===== src/cbes_pkg.sv =====
package cbes_pkg;
    // output count and settle timing
    localparam int NUM_OUT = 3;
    localparam int CLK_PERIOD_NS = 50;
    localparam int SETTLE_TIME_NS = 1000;
    // least time, rounded up to whole cycles
    localparam int SETTLE_CYC =
        (SETTLE_TIME_NS + CLK_PERIOD_NS - 1) / CLK_PERIOD_NS;
    localparam int SETTLE_W = $clog2(SETTLE_CYC + 1);
    localparam int SYNC_STAGES = 2;
    // divide ratio of the two divided outputs; must be even
    localparam int DIV_RATIO_DEF = 4;
    // bit positions of the synchronised pin vector
    localparam int PIN_IN = 0;
    localparam int PIN_EN = 1;
    localparam int PIN_EN_FLOAT = 2;
    localparam int PIN_MODE = 3;
    localparam int PIN_MODE_FLOAT = 6;
    localparam int PIN_W = 9;
    // output lanes: lane 0 undivided, lanes 1 and 2 divided
    localparam int LANE_UNDIV = 0;
    // reset values of the driver outputs
    localparam logic [2:0] Y_TRUE_RST = 3'h0;
    localparam logic [2:0] Y_COMP_RST = 3'h7;
    localparam logic [2:0] OE_B_RST = 3'h7;
    localparam logic [2:0] ALL_HIGH = 3'h7;
    localparam logic [2:0] ALL_LOW = 3'h0;

    // gray coded along off, settle, low, run
    typedef enum logic [1:0]
    {
        ST_OFF = 2'h0,
        ST_SETTLE = 2'h1,
        ST_LOW = 2'h3,
        ST_RUN = 2'h2
    } cbes_state_type;
endpackage


===== src/cbes_div_if.sv =====
interface cbes_div_if #(parameter int CNT_W = 2);
    logic clear;
    logic tick;
    logic [CNT_W-1:0] cnt;
    logic out;

    modport ctrl
    (
        output clear,
        output tick,
        input cnt,
        input out
    );
    modport div
    (
        input clear,
        input tick,
        output cnt,
        output out
    );
endinterface


===== src/cbes_sync.sv =====
module cbes_sync
    import cbes_pkg::*;
#(
    parameter int W = PIN_W
)
(
    input wire logic clk,
    input wire logic rst_b,
    input wire logic [W-1:0] d,
    output logic [W-1:0] q
);
    logic [W-1:0] meta;

    generate
        if (W < 1)
        begin : g_chk
            $error("cbes_sync: width must be at least one");
        end
    endgenerate

    // two stages; only the second stage reads meta
    always_ff @(posedge clk or negedge rst_b)
    begin
        if (!rst_b)
        begin
            meta <= '0;
            q <= '0;
        end
        else
        begin
            meta <= d;
            q <= meta;
        end
    end
endmodule


===== src/cbes_div.sv =====
module cbes_div
    import cbes_pkg::*;
#(
    parameter int RATIO = DIV_RATIO_DEF,
    parameter int CNT_W = 2
)
(
    input wire logic clk,
    input wire logic rst_b,
    cbes_div_if.div port
);
    localparam logic [CNT_W-1:0] last_c = CNT_W'(RATIO / 2 - 1);
    wire logic at_last;
    wire logic [CNT_W-1:0] cnt_inc;

    generate
        if (RATIO < 2 || (RATIO % 2) != 0 || (1 << CNT_W) < RATIO / 2)
        begin : g_chk
            $error("cbes_div: ratio must be even, at least two, and fit");
        end
    endgenerate

    assign at_last = (port.cnt == last_c);
    assign cnt_inc = port.cnt + CNT_W'(1);

    // only the global clear resets the count, never a lane enable
    always_ff @(posedge clk or negedge rst_b)
    begin
        if (!rst_b)
        begin
            port.cnt <= '0;
            port.out <= 1'b0;
        end
        else if (port.clear)
        begin
            port.cnt <= '0;
            port.out <= 1'b0;
        end
        else if (port.tick)
        begin
            port.cnt <= at_last ? '0 : cnt_inc;
            port.out <= at_last ? ~port.out : port.out;
        end
    end
endmodule


===== src/cbes_top.sv =====
module cbes_top
    import cbes_pkg::*;
#(
    parameter int DIV_RATIO = DIV_RATIO_DEF
)
(
    input wire logic CLK_SYS,
    input wire logic RST_B,
    input wire logic IN_CLK,
    input wire logic EN,
    input wire logic EN_FLOAT,
    input wire logic MODE_SELECT_BIT0,
    input wire logic MODE_SELECT_BIT1,
    input wire logic MODE_SELECT_BIT2,
    input wire logic MODE_SELECT_BIT0_FLOAT,
    input wire logic MODE_SELECT_BIT1_FLOAT,
    input wire logic MODE_SELECT_BIT2_FLOAT,
    output logic [NUM_OUT-1:0] Y_TRUE,
    output logic [NUM_OUT-1:0] Y_COMP,
    output logic [NUM_OUT-1:0] Y_OE_B
);
    localparam int DIV_CNT_W = $clog2(DIV_RATIO / 2 + 1);
    localparam int settle_len_c = SETTLE_CYC;
    localparam logic [SETTLE_W-1:0] settle_last = SETTLE_W'(SETTLE_CYC - 1);

    generate
        if (NUM_OUT != 3 || DIV_RATIO < 2 || (DIV_RATIO % 2) != 0)
        begin : g_chk
            $error("cbes_top: three lanes and an even ratio are needed");
        end
    endgenerate

    wire logic [PIN_W-1:0] pins_raw;
    wire logic [PIN_W-1:0] pins_s;
    wire logic in_s;
    wire logic en_res;
    wire logic [2:0] mode_res;
    wire logic in_rise;
    wire logic settle_done;
    logic in_prev;
    logic en_latch;
    logic [2:0] mode_latch;
    logic armed;
    logic [SETTLE_W-1:0] settle_cnt;
    cbes_state_type state;
    cbes_state_type next_state;
    logic [NUM_OUT-1:0] next_y_true;
    logic [NUM_OUT-1:0] next_oe_b;

    cbes_div_if #(.CNT_W(DIV_CNT_W)) div_bus();

    // every pin, the input clock among them, crosses two flops first
    assign pins_raw = {MODE_SELECT_BIT2_FLOAT, MODE_SELECT_BIT1_FLOAT,
        MODE_SELECT_BIT0_FLOAT, MODE_SELECT_BIT2, MODE_SELECT_BIT1,
        MODE_SELECT_BIT0, EN_FLOAT, EN, IN_CLK};

    cbes_sync #(.W(PIN_W)) u_sync
    (
        .clk(CLK_SYS),
        .rst_b(RST_B),
        .d(pins_raw),
        .q(pins_s)
    );

    // pad pull-ups: a floating pin resolves high
    assign in_s = pins_s[PIN_IN];
    assign en_res = pins_s[PIN_EN] | pins_s[PIN_EN_FLOAT];
    assign mode_res = pins_s[PIN_MODE +: 3]
        | pins_s[PIN_MODE_FLOAT +: 3];
    assign in_rise = in_s & ~in_prev;
    assign settle_done = (settle_cnt == settle_last);

    // divider runs only once outputs are resynchronised to the clock
    assign div_bus.clear = ~en_latch;
    assign div_bus.tick = in_rise & (state == ST_RUN);

    cbes_div #(.RATIO(DIV_RATIO), .CNT_W(DIV_CNT_W)) u_div
    (
        .clk(CLK_SYS),
        .rst_b(RST_B),
        .port(div_bus.div)
    );

    // edge detect on the synchronised clock
    always_ff @(posedge CLK_SYS or negedge RST_B)
    begin
        if (!RST_B)
            in_prev <= 1'b0;
        else
            in_prev <= in_s;
    end

    // controls latch on the clock rising edge; a stopped clock holds them
    always_ff @(posedge CLK_SYS or negedge RST_B)
    begin
        if (!RST_B)
            en_latch <= 1'b0;
        else if (in_rise)
            en_latch <= en_res;
    end

    // mode selects switched off while disabled
    always_ff @(posedge CLK_SYS or negedge RST_B)
    begin
        if (!RST_B)
            mode_latch <= 3'h0;
        else if (!en_latch)
            mode_latch <= 3'h0;
        else if (in_rise)
            mode_latch <= mode_res;
    end

    // undivided lane waits for a rising edge after its own enable
    always_ff @(posedge CLK_SYS or negedge RST_B)
    begin
        if (!RST_B)
            armed <= 1'b0;
        else if (!en_latch || !mode_latch[LANE_UNDIV])
            armed <= 1'b0;
        else if (in_rise && state == ST_RUN)
            armed <= 1'b1;
    end

    // settle counter, cleared outside the settle phase
    always_ff @(posedge CLK_SYS or negedge RST_B)
    begin
        if (!RST_B)
            settle_cnt <= '0;
        else if (state == ST_SETTLE && en_latch)
            settle_cnt <= settle_cnt + SETTLE_W'(1);
        else
            settle_cnt <= '0;
    end

    // sequencing of enable, settle, low hold and run
    always_comb
    begin
        next_state = state;
        unique case (state)
            ST_OFF:
                if (en_latch)
                    next_state = ST_SETTLE;
            ST_SETTLE:
                if (settle_done)
                    next_state = ST_LOW;
            ST_LOW:
                if (in_rise)
                    next_state = ST_RUN;
            ST_RUN:
                next_state = ST_RUN;
        endcase
        if (!en_latch)
            next_state = ST_OFF;
    end

    always_ff @(posedge CLK_SYS or negedge RST_B)
    begin
        if (!RST_B)
            state <= ST_OFF;
        else
            state <= next_state;
    end

    // driver levels and enables per phase
    always_comb
    begin
        next_y_true = Y_TRUE;
        next_oe_b = OE_B_RST;
        unique case (state)
            ST_OFF:
            begin
                next_y_true = ALL_LOW;
                next_oe_b = OE_B_RST;
            end
            ST_SETTLE:
            begin
                next_y_true = ALL_HIGH;
                next_oe_b = ALL_LOW;
            end
            ST_LOW:
            begin
                next_y_true = ALL_LOW;
                next_oe_b = ALL_LOW;
            end
            ST_RUN:
            begin
                // level before the first edge is left as it was
                next_y_true[0] = armed ? in_s : Y_TRUE[0];
                next_y_true[1] = div_bus.out;
                next_y_true[2] = div_bus.out;
                next_oe_b = ~mode_latch;
            end
        endcase
        if (!en_latch)
            next_oe_b = OE_B_RST;
    end

    // all outputs registered; complement derived from the same next value
    always_ff @(posedge CLK_SYS or negedge RST_B)
    begin
        if (!RST_B)
        begin
            Y_TRUE <= Y_TRUE_RST;
            Y_COMP <= Y_COMP_RST;
            Y_OE_B <= OE_B_RST;
        end
        else
        begin
            Y_TRUE <= next_y_true;
            Y_COMP <= ~next_y_true;
            Y_OE_B <= next_oe_b;
        end
    end

    disabled_hiz_a: assert property (
        @(posedge CLK_SYS) disable iff (!RST_B)
        !en_latch |=> (Y_OE_B == OE_B_RST))
        else $error("drivers not high impedance while disabled");

    mode_ignored_a: assert property (
        @(posedge CLK_SYS) disable iff (!RST_B)
        !en_latch |=> (mode_latch == 3'h0))
        else $error("mode selects active while disabled");

    state_reset_a: assert property (
        @(posedge CLK_SYS) disable iff (!RST_B)
        !en_latch ##1 !en_latch |-> (state == ST_OFF)
            && (div_bus.cnt == '0) && !armed)
        else $error("internal state not held reset while disabled");

    settle_high_a: assert property (
        @(posedge CLK_SYS) disable iff (!RST_B || !en_latch)
        $rose(state == ST_SETTLE) |-> ##settle_len_c (state == ST_LOW))
        else $error("settle interval has the wrong length");

    settle_drive_a: assert property (
        @(posedge CLK_SYS) disable iff (!RST_B)
        (state == ST_SETTLE) && en_latch |=>
            (Y_TRUE == ALL_HIGH) && (Y_OE_B == ALL_LOW))
        else $error("true outputs not driven high while settling");

    settle_low_a: assert property (
        @(posedge CLK_SYS) disable iff (!RST_B)
        (state == ST_SETTLE) ##1 (state == ST_LOW) && en_latch |=>
            (Y_TRUE == ALL_LOW))
        else $error("outputs not low after settling");

    run_aligned_a: assert property (
        @(posedge CLK_SYS) disable iff (!RST_B)
        $rose(state == ST_RUN) |-> $past(in_rise)
            && ($past(state) == ST_LOW))
        else $error("run started off an input clock edge");

    comp_inverse_a: assert property (
        @(posedge CLK_SYS) disable iff (!RST_B)
        Y_COMP == ~Y_TRUE)
        else $error("complement is not the inverse of true output");

    undiv_follow_a: assert property (
        @(posedge CLK_SYS) disable iff (!RST_B)
        (state == ST_RUN) && armed && en_latch
            && mode_latch[LANE_UNDIV] ##1 en_latch |->
            (Y_TRUE[0] == $past(in_s)) && !Y_OE_B[0])
        else $error("undivided lane does not follow the input clock");

    div_shown_a: assert property (
        @(posedge CLK_SYS) disable iff (!RST_B)
        (state == ST_RUN) && en_latch && $rose(mode_latch[1]) |=>
            (Y_TRUE[1] == $past(div_bus.out)) && !Y_OE_B[1])
        else $error("divided lane does not show the shared divider");

    div_kept_a: assert property (
        @(posedge CLK_SYS) disable iff (!RST_B)
        en_latch && !div_bus.tick |=> $stable(div_bus.cnt))
        else $error("divider count changed without a tick");

    latch_edge_a: assert property (
        @(posedge CLK_SYS) disable iff (!RST_B)
        !in_rise && en_latch |=> $stable(en_latch) && $stable(mode_latch))
        else $error("controls changed away from an input clock edge");

    float_high_a: assert property (
        @(posedge CLK_SYS) disable iff (!RST_B)
        pins_s[PIN_EN_FLOAT] && in_rise |=> en_latch)
        else $error("floating enable not read as high");
endmodule


===== config.mk =====
export PLATFORM = sky130hd
export DESIGN_NAME = cbes_top
export DESIGN_NICKNAME = d
export VERILOG_FILES = /design/src/cbes_pkg.sv /design/src/cbes_div_if.sv /design/src/cbes_sync.sv /design/src/cbes_div.sv /design/src/cbes_top.sv
export SDC_FILE = /design/constraint.sdc
export NUM_CORES = 1
export LEC_CHECK = 0
export BUFFER_PORTS_ARGS = -buffer_cell sky130_fd_sc_hd__buf_2
export CAP_MARGIN = 20
export CORE_MARGIN = 1
export CORE_UTILIZATION = 40
export CTS_CLUSTER_DIAMETER = 40
export DETAILED_ROUTE_END_ITERATION = 10
export GPL_TIMING_DRIVEN = 0
export PLACE_DENSITY_LB_ADDON = 0.2
export SETUP_SLACK_MARGIN = 0.05
export SYNTH_ARGS = -nofsm -noshare
export SYNTH_HDL_FRONTEND = slang
export SYNTH_SLANG_ARGS = --single-unit

===== constraint.sdc =====
create_clock -name CLK_SYS -period 2.8 [get_ports CLK_SYS]
set_clock_uncertainty 0.1 [all_clocks]
set_input_delay 0.14 -clock CLK_SYS [delete_from_list [all_inputs] [get_ports CLK_SYS]]
set_output_delay 0.14 -clock CLK_SYS [all_outputs]
set_load 0.02 [all_outputs]

---- Word-level counts from Yosys, hierarchy flattened ----
Index checks and enable logic that the tools add are counted.
W data, S select, Z words.
operators by class
  $add $sub $neg .......................... 2
  eq/ne operators ......................... 10
  multiplexer cells ....................... 19
  bitwise logic cells ..................... 8
  reductions and logical operators ........ 11
operator list
  cell                   count
  $pmux W3 S3            2
  $mux W2                6
  $mux W3                3
  $pmux W2 S4            1
  $mux W1                6
  $ne A3 B3 Y1 const B   2
  $not A3 Y3             2
  $add A5 B1 Y5 const B  1
  $eq A5 B5 Y1 const B   1
  $mux W5                1
  $eq A2 B1 Y1 const B   2
  $eq A2 B2 Y1 const B   2
  $ne A2 B1 Y1 const B   2
  $reduce_and A2 Y1      2
  $reduce_or A2 Y1       2
  $or A3 B3 Y3           1
  $add A2 B1 Y2 const B  1
  $and A1 B1 Y1          2
  $logic_and A1 B1 Y1    2
  $logic_not A1 Y1       2
  $logic_not A2 Y1       1
  $ne A2 B2 Y1 const B   1
  $not A1 Y1             2
  $reduce_bool A2 Y1     1
  other kinds (2)        2
storage, ports and cells
  flip-flop bits (word level) ............. 43
  input bits .............................. 11
  output and inout port bits .............. 9
  word-level logic and storage cells ...... 63

---- Depth between registers and ports, before layout ----
Gate-level depths: netlist (run 1).
  depth in word-level cells ............... 5
  mapped depth ............................ 5
  gate-level depth less buffers ........... 5

---- Hierarchy ----
A second synthesis (run 1) with hierarchy kept.
second synthesis, totals
  cells, all modules ...................... 103
  area total of the unflattened synthesis .. 1,451.4 um2
by module, submodules not included
  module     instances  cells an instance  area each (um2)  sequential area each (um2)
  cbes_top   1          74                 869.6            506.7
  cbes_sync  1          18                 450.4            450.4
  cbes_div   1          11                 131.4            75.1

---- Least setup slack after synthesis (run 1) ----
No wires, ideal clock.
  kind .................................... flip-flop to flip-flop
  from .................................... register state[0]
  to ...................................... register u_div.port.out
  library setup time ...................... 0.079 ns
  arrival ................................. 1.209 ns
  required time ........................... 2.621 ns
  slack ................................... 1.412 ns
  cell stages (with the launch flop) ...... 6
  buffers on the path ..................... 0
  clock period less this slack ............ 1.388 ns
  cells stage by stage .................... dfrtp_1 inv_1 ha_1 nand3b_2 nor3b_2 mux2i_1
between the ends
  longest elaborated chain between the ends .. 4
RTL lines
  element                             RTL line           text
  start, declared                     cbes_top.sv:45     cbes_state_type state;
  start signal, assigned              cbes_top.sv:161    state <= next_state;
  $eq A2 B2 Y1                        cbes_top.sv:75     assign div_bus.tick = in_rise & (state == ST_RUN);
  $and A1 B1 Y1                       cbes_top.sv:75
  $ne A2 B1 Y1 (no source line)       --
  $reduce_and A2 Y1 (no source line)  --
  end signal, assigned                cbes_div.sv:42     port.out <= at_last ? ~port.out : port.out;
  end, declared                       cbes_div_if.sv:19  output out
Every way passes these cells.
A chain may end at the register's enable or synchronous reset.

---- Final worst setup path (run 1) ----
Ends and elaborated chain as after synthesis.

==> results.cfg, run 1 <==
[finish]
fill_cells = 315
n_antenna_cell = 0
regArea_sq_um = 1030
multi_input_area_sq_um = 389
final_area_sq_um = 1780
final-instance-count-excl-fill = 189
area_growth_pct = 21.3
nNetsFinal = 158
drive_gt1_share_pct = 28.0

[route]
first_iter_violations = 22
drc_errors = 0
drtPass1Iterations = 3
vias = 850
ant_nets = 0
via_per_inst = 4.50
wire_per_inst_um = 10.9
routed_wl_um = 2060

[synthesis]
postSynthNetCount = 122
synth_warnings = 0
syn_area_per_cell_sq_um = 13.8
synthCells = 106
ys_seq_area_share_pct = 70.3
synth_edf_count = 0
netlist_area_sq_um = 1470
synthArstFlopShare_pct = 100
synth-main-ff-cell = dfrtp_1
ys_seq_elements = 41
synth_cell_types = 29

[timing]
fin_crit_ps = 1610
setup_viol = 0
worst_slew_pin_slew_ps = 844
drv_slew = 0
finalSetupTns_ps = 0
rsz0062_at_grt = false
hold-worst-slack_ps = 260
fmax_ghz = 0.622
slew_headroom_pct = 43.7
final_hold_viol_count = 0
finalCritPeriodShare_pct = 57.4

[power_and_ir_drop]
ir_drop_mv = 0.345
power_density_nw_per_um2 = 801
cellLeakagePower_nw = 0.827

[placed_design]
placed_cells = 171
dpl.hpwl_um = 1440
placed_cell_area_sq_um = 1620
port_buffers = 19
gp_congestion = 0.796

[clocking]
cts_root_buf = clkbuf_4
cts_hold_buf = 10
h-tree-depth = 2
insertion_delay_ps = 340
cts.path.max_buffers = 2
cts_tree = yes
cts_resized = 0
cts_sinks = 41
post-cts-setup-buffer-count = 0
cts_made_buffers = 5
clkSlewWorstSetupHoldPaths_ps = 120

[critical_path]
required_ps = 2970
start_kind = flop
path_class = flop to flop
setup.worst_path.end_class = flop
path_delay_family = flip-flops
arrival_ps = 1770
crit_path_max_incr_delay_ps = 440
crit_slowest_cell = dfrtp_1
crit_chain = inv_1 -> ha_1 -> nand3b_2 -> nor3b_2 -> mux2i_1
crit_buf_inv = 1
worstPathMaxFanout = 6

[status]
status = finished, final reports clean

[hold_path]
hold_class = flop to flop

[floorplanning]
core_sq_um = 3420
die_x_um = 62.6
io_pins = 20
initial_core_util_pct = 43.0
rows = 21
die_y_um = 62.6
die_area_sq_um = 3920

[global_route]
antenna_found_initial = 0
grt_pass1_vias = 890
grt_start_max_net_pins = 42
grt_usage_pct = 12.9
gr-total-overflow = 0
grt_pass1_wl_um = 3710

[run]
timing.max_cap.violations = 0
==> registers in the layout, summed over array words and instances, names as in the netlist, 3 cells and up <==
signal / count
u_sync.meta: 9
u_sync.q: 9
settle_cnt: 5
Y_OE_B: 3
mode_latch: 3
==> path summary, 6_finish.rpt <==
path                                           from                    endpoint  slack, ps  cells past startpoint
max                            state[0]$_DFFE_PN0P_  u_div.port.out$_DFFE_PN0P_       1190                      5
min                        u_sync.meta[5]$_DFF_PN0_       u_sync.q[5]$_DFF_PN0_        260                      0
max reg2reg                    state[0]$_DFFE_PN0P_  u_div.port.out$_DFFE_PN0P_       1190                      5
min reg2reg                u_sync.meta[5]$_DFF_PN0_       u_sync.q[5]$_DFF_PN0_        260                      0
max in group asynchronous                     RST_B       u_sync.q[5]$_DFF_PN0_       1750                      2
min in group asynchronous                     RST_B     settle_cnt[3]$_DFF_PN0_        330                      2
==> cells by family (layout without fill, tap and decap cells) <==
family	count (synthesis)	in the layout	share of synthesized area (%)
AO/OA/AOI/OAI	16	16	7.33
XOR/XNOR	4	4	2.39
adder cells (fa/ha/maj)	5	5	4.26
buffers and inverters	10	47	3.15
flip-flops	41	41	70.3
multiplexers	4	4	2.73
AND/OR/NAND/NOR	26	26	9.81
==> report_power, final <==
part	switching (mW)	leakage, nW	internal [mW]	total, mW
Combinational	0.230	0.302	0.162	0.392
Clock	0.192	0.0234	0.0970	0.289
Sequential	0.0444	0.502	0.701	0.745
Total	0.466	0.827	0.960	1.43
==> final cells by class <==
class | instances | area share, %
Clock buffer | 5 | 2.11
Inverter | 7 | 1.48
Clock inverter | 3 | 1.26
Tap cell | 46 | 3.23
Multi-Input combinational cell | 55 | 21.9
Sequential cell | 41 | 58.0
Timing Repair Buffer | 29 | 11.0
Buffer | 3 | 1.12
==> cell usage after synthesis (2+ instances only) <==
cell type / number / area [sq um]
nor2_1: 5 / 18.8
a21boi_0: 3 / 22.5
nand2_1: 10 / 37.5
ha_1: 5 / 62.6
o21ai_0: 7 / 35.0
buf_4: 2 / 15.0
dfrtp_1: 36 / 901
inv_1: 7 / 26.3
dfstp_2: 5 / 131
xor2_1: 2 / 17.5
xnor2_1: 2 / 17.5
nand3_1: 2 / 10.0
mux2i_1: 4 / 40.0
==> layout by cell type, fill, tap and decap left out, types with 2 or more instances in the layout <==
cell type	n
a21boi_0	3
buf_2	20
buf_4	2
clkbuf_4	5
clkinvlp_4	3
dfrtp_1	36
dfstp_2	5
dlygate4sd3_1	10
ha_1	5
inv_1	7
mux2i_1	4
nand2_1	10
nand3_1	2
nor2_1	5
o21ai_0	7
xnor2_1	2
xor2_1	2
==> routing by layer <==
| metal | part of all wire [%] | global-route usage (%) | wire [um] | vias to the layer above |
|---|---|---|---|---|
| met3 | 5.0 | 6.57 | 103 | 2 |
| met2 | 51 | 21.2 | 1040 | 26 |
| li1 | - | - | - | 414 |
| met1 | 44 | 13.8 | 897 | 408 |
| met5 | 0 | 0 | 0 | - |
| met4 | 0.92 | 6.10 | 19 | 0 |
==> stage by stage <==
step / setup WS (ps) / utilization (%) / total power [mW]
global placement: 1290 / 47.4 / 1.13
finish: 1190 / 52.1 / 1.43
detailed placement: 1220 / 47.4 / 1.14
CTS: 1170 / 52.1 / 1.45
global route: 1100 / 52.1 / 1.53
floorplan: 1410 / - / 1.02
No activity file was read; power rests on OpenSTA's default activity.
==> run 2, diff against run 1 <==
--- a/config.mk
+++ b/config.mk
@@ -5,6 +5,7 @@
 export SDC_FILE = /design/constraint.sdc
 export NUM_CORES = 1
 export LEC_CHECK = 0
+export ABC_AREA = 1
 export BUFFER_PORTS_ARGS = -buffer_cell sky130_fd_sc_hd__buf_2
 export CAP_MARGIN = 20
 export CORE_MARGIN = 1
==> constraint.sdc (replaced) <==
create_clock -name CLK_SYS -period 1.3 [get_ports CLK_SYS]
set_clock_uncertainty 0.1 [all_clocks]
set_input_delay 0.065 -clock CLK_SYS [delete_from_list [all_inputs] [get_ports CLK_SYS]]
set_output_delay 0.065 -clock CLK_SYS [all_outputs]
set_load 0.02 [all_outputs]
==> run 2 against run 1 <==
  * Global-route usage increased by 1.9 points
  * Sequential share of layout area decreased by 6.8 points
  * Highest routed layer unchanged
  * Clock-buffer cell count increased by 1
  * Sequential power increased by 120%
  * Largest power group unchanged
  * Clock power increased to 3.6 times the previous value
  * Register-to-register slack got worse by 1200 ps
  * Synthesized cell count increased by 18%
  * Setup slack got worse by 1200 ps
  * Final cell count increased by 14%
  * Critical endpoint unchanged
  * Die area increased by 0.58%
  * Sequential cell count unchanged
  * Synthesized area increased by 0.60%
==> results.cfg, run 2 <==
[route]
wire_per_inst_um = 11.3
ant_nets = 0
drc_errors = 0
first_iter_violations = 26
drtPass1Iterations = 4
vias = 985
routed_wl_um = 2420
via_per_inst = 4.58

[synthesis]
synth_most_common_cell = dfrtp_1
synth_xor_area_share_pct = 1.78
ys_seq_elements = 41
synth_area_leaders = dfrtp_1, dfstp_2, ha_1
synth_top_family_by_area = simple AND/OR/NAND/NOR gates
synth_top_area_share_pct = 61.0
synth_adder_area_share_pct = 4.24
postSynthNetCount = 141
syn_area_per_cell_sq_um = 11.8
synth-main-ff-cell = dfrtp_1
synth-simple-area-share_pct = 14.6
synth_cell_types = 20
synth_top_area_cell = dfrtp_1
netlist_area_sq_um = 1480
synthMuxAreaShare_pct = 0
synth_warnings = 0
synthCells = 125
ys_seq_area_share_pct = 69.9
yosys-top-cells-count = dfrtp_1, nand2_1, nor2_1
synthArstFlopShare_pct = 100
synth_compound_area_share_pct = 4.15
synth_edf_count = 0

[run]
timing.max_cap.violations = 0

[timing]
hold-worst-slack_ps = 215
slew_headroom_pct = 65.0
rsz0062_at_grt = true
fmax_ghz = 0.770
worst_slew_pin_slew_ps = 525
final_hold_viol_count = 0
setup_viol = 0
finalSetupTns_ps = 0
fin_crit_ps = 1300
finalCritPeriodShare_pct = 100
drv_slew = 0

[finish]
nNetsFinal = 184
area_growth_pct = 36.5
final-instance-count-excl-fill = 215
regArea_sq_um = 1030
reg_top3 = u_sync.meta x9, u_sync.q x9, settle_cnt x5
multi_input_area_sq_um = 460
drive_gt1_share_pct = 39.1
mostFrequentLayoutCells = dfrtp_1, buf_2, nand2_1
n_antenna_cell = 0
fill_cells = 285
final_common_cell = dfrtp_1

[global_route]
grt_usage_pct = 14.8
grt_pass1_vias = 1020
antenna_found_initial = 0
grt_pass1_wl_um = 4330
grt_start_max_net_pins = 42
gr-total-overflow = 0

[floorplanning]
die_area_sq_um = 3940
core_sq_um = 3440
rows = 21
io_pins = 20
die_y_um = 62.8
die_x_um = 62.8
initial_core_util_pct = 42.9

[critical_path]
cp-endpoint = u_div.port.out$_DFFE_PN0P_
crit_start = state[0]$_DFFE_PN0P_
r2r.worst_path.cells = 7
regToRegSetupSlack_ps = 0.6
path_class = flop to flop
setup.worst_path.end_class = flop
required_ps = 1380
worstPathMaxFanout = 5
start_kind = flop
reg2reg_to = u_div.port.out$_DFFE_PN0P_
reg2reg_from = state[0]$_DFFE_PN0P_
arrival_ps = 1380

[clocking]
cts.path.max_buffers = 2
clkSlewWorstSetupHoldPaths_ps = 80
h-tree-depth = 2
insertion_delay_ps = 290
cts_sinks = 41
cts_root_buf = clkbuf_8
cts_made_buffers = 5
cts_tree = yes

[placed_design]
gp_congestion = 0.724
placed_cells = 190
dpl.hpwl_um = 1450
port_buffers = 19

[hold_path]
hold_class = primary input to async pin

[power_and_ir_drop]
power_density_nw_per_um2 = 1920
ir_drop_mv = 0.952
cellLeakagePower_nw = 0.942

[status]
status = finished, final reports clean
==> run 2: worst max-delay path, stage by stage, from the launching register on <==
cell and delay (ps):
dfrtp_1 430, inv_2 120, ha_4 190, nand3_4 100, nand2_4 90, nand2_2 40
nand2_1 60, nand2_1 60
==> run 2: area by class of cell <==
cell class / count / share of cell area, %
well taps: 46 / 2.86
multi-input cells: 67 / 22.8
inverters: 14 / 2.73
repair buffers: 36 / 13.1
clock buffers: 6 / 4.10
flip-flops and latches: 41 / 51.2
plain buffers: 3 / 1.30
clock inverters: 2 / 1.86
==> run 2: stage by stage <==
step	cell area [sq um]	util (%)	setup WS [ps]	total power, mW
5_1_grt	2020	58.6	-55.2	4.12
6_report	2020	58.6	0.601	3.88
4_1_cts	1960	56.9	21.3	3.80
2_1_floorplan	1480	-	50.2	2.23
3_5_place_dp	1630	47.3	-144	2.49
3_3_place_gp	1630	47.3	-75.7	2.45
==> run 2: timing repair <==
action,in CTS,in global routing
setup endpoints to repair,11,19
resized for setup,16,15
hold endpoints to repair,45,0
pin swaps,6,3
setup buffers,5,2
hold buffers,10,0
==> run 2: kinds of logic (layout without fill, tap and decap cells) <==
logic type / after synthesis / after routing
xor gates and xnor gates: 3 / 3
adders and majority gates: 5 / 5
buffers and inverters: 17 / 61
AOI/OAI and AO/OA: 12 / 12
and+or+nand+nor: 47 / 47
DFF: 41 / 41
==> run 2: power breakdown <==
part / switching (mW) / internal [mW] / total (mW) / leakage (nW)
Combinational: 0.668 / 0.519 / 1.19 / 0.386
Sequential: 0.110 / 1.53 / 1.64 / 0.499
Clock: 0.426 / 0.624 / 1.05 / 0.0574
Total: 1.20 / 2.68 / 3.88 / 0.942
==> run 2: routing by layer <==
metal  vias to the layer above  wire (um)  track usage (%)
met4                         0         62             8.43
met1                       475       1020             16.2
met3                         7        118             6.39
li1                        477          -                -
met5                         -          0                0
met2                        26       1220             24.0
==> run 2: worst min path at each step <==
stage	startpoint	endpoint
3_5_place_dp	MODE_SELECT_BIT1_FLOAT	u_sync.meta[7]$_DFF_PN0_
2_1_floorplan	RST_B	Y_TRUE[0]$_DFF_PN0_
6_report	RST_B	state[0]$_DFFE_PN0P_
3_3_place_gp	MODE_SELECT_BIT1_FLOAT	u_sync.meta[7]$_DFF_PN0_
5_1_grt	RST_B	u_sync.q[1]$_DFF_PN0_
4_1_cts	u_sync.meta[0]$_DFF_PN0_	u_sync.q[0]$_DFF_PN0_
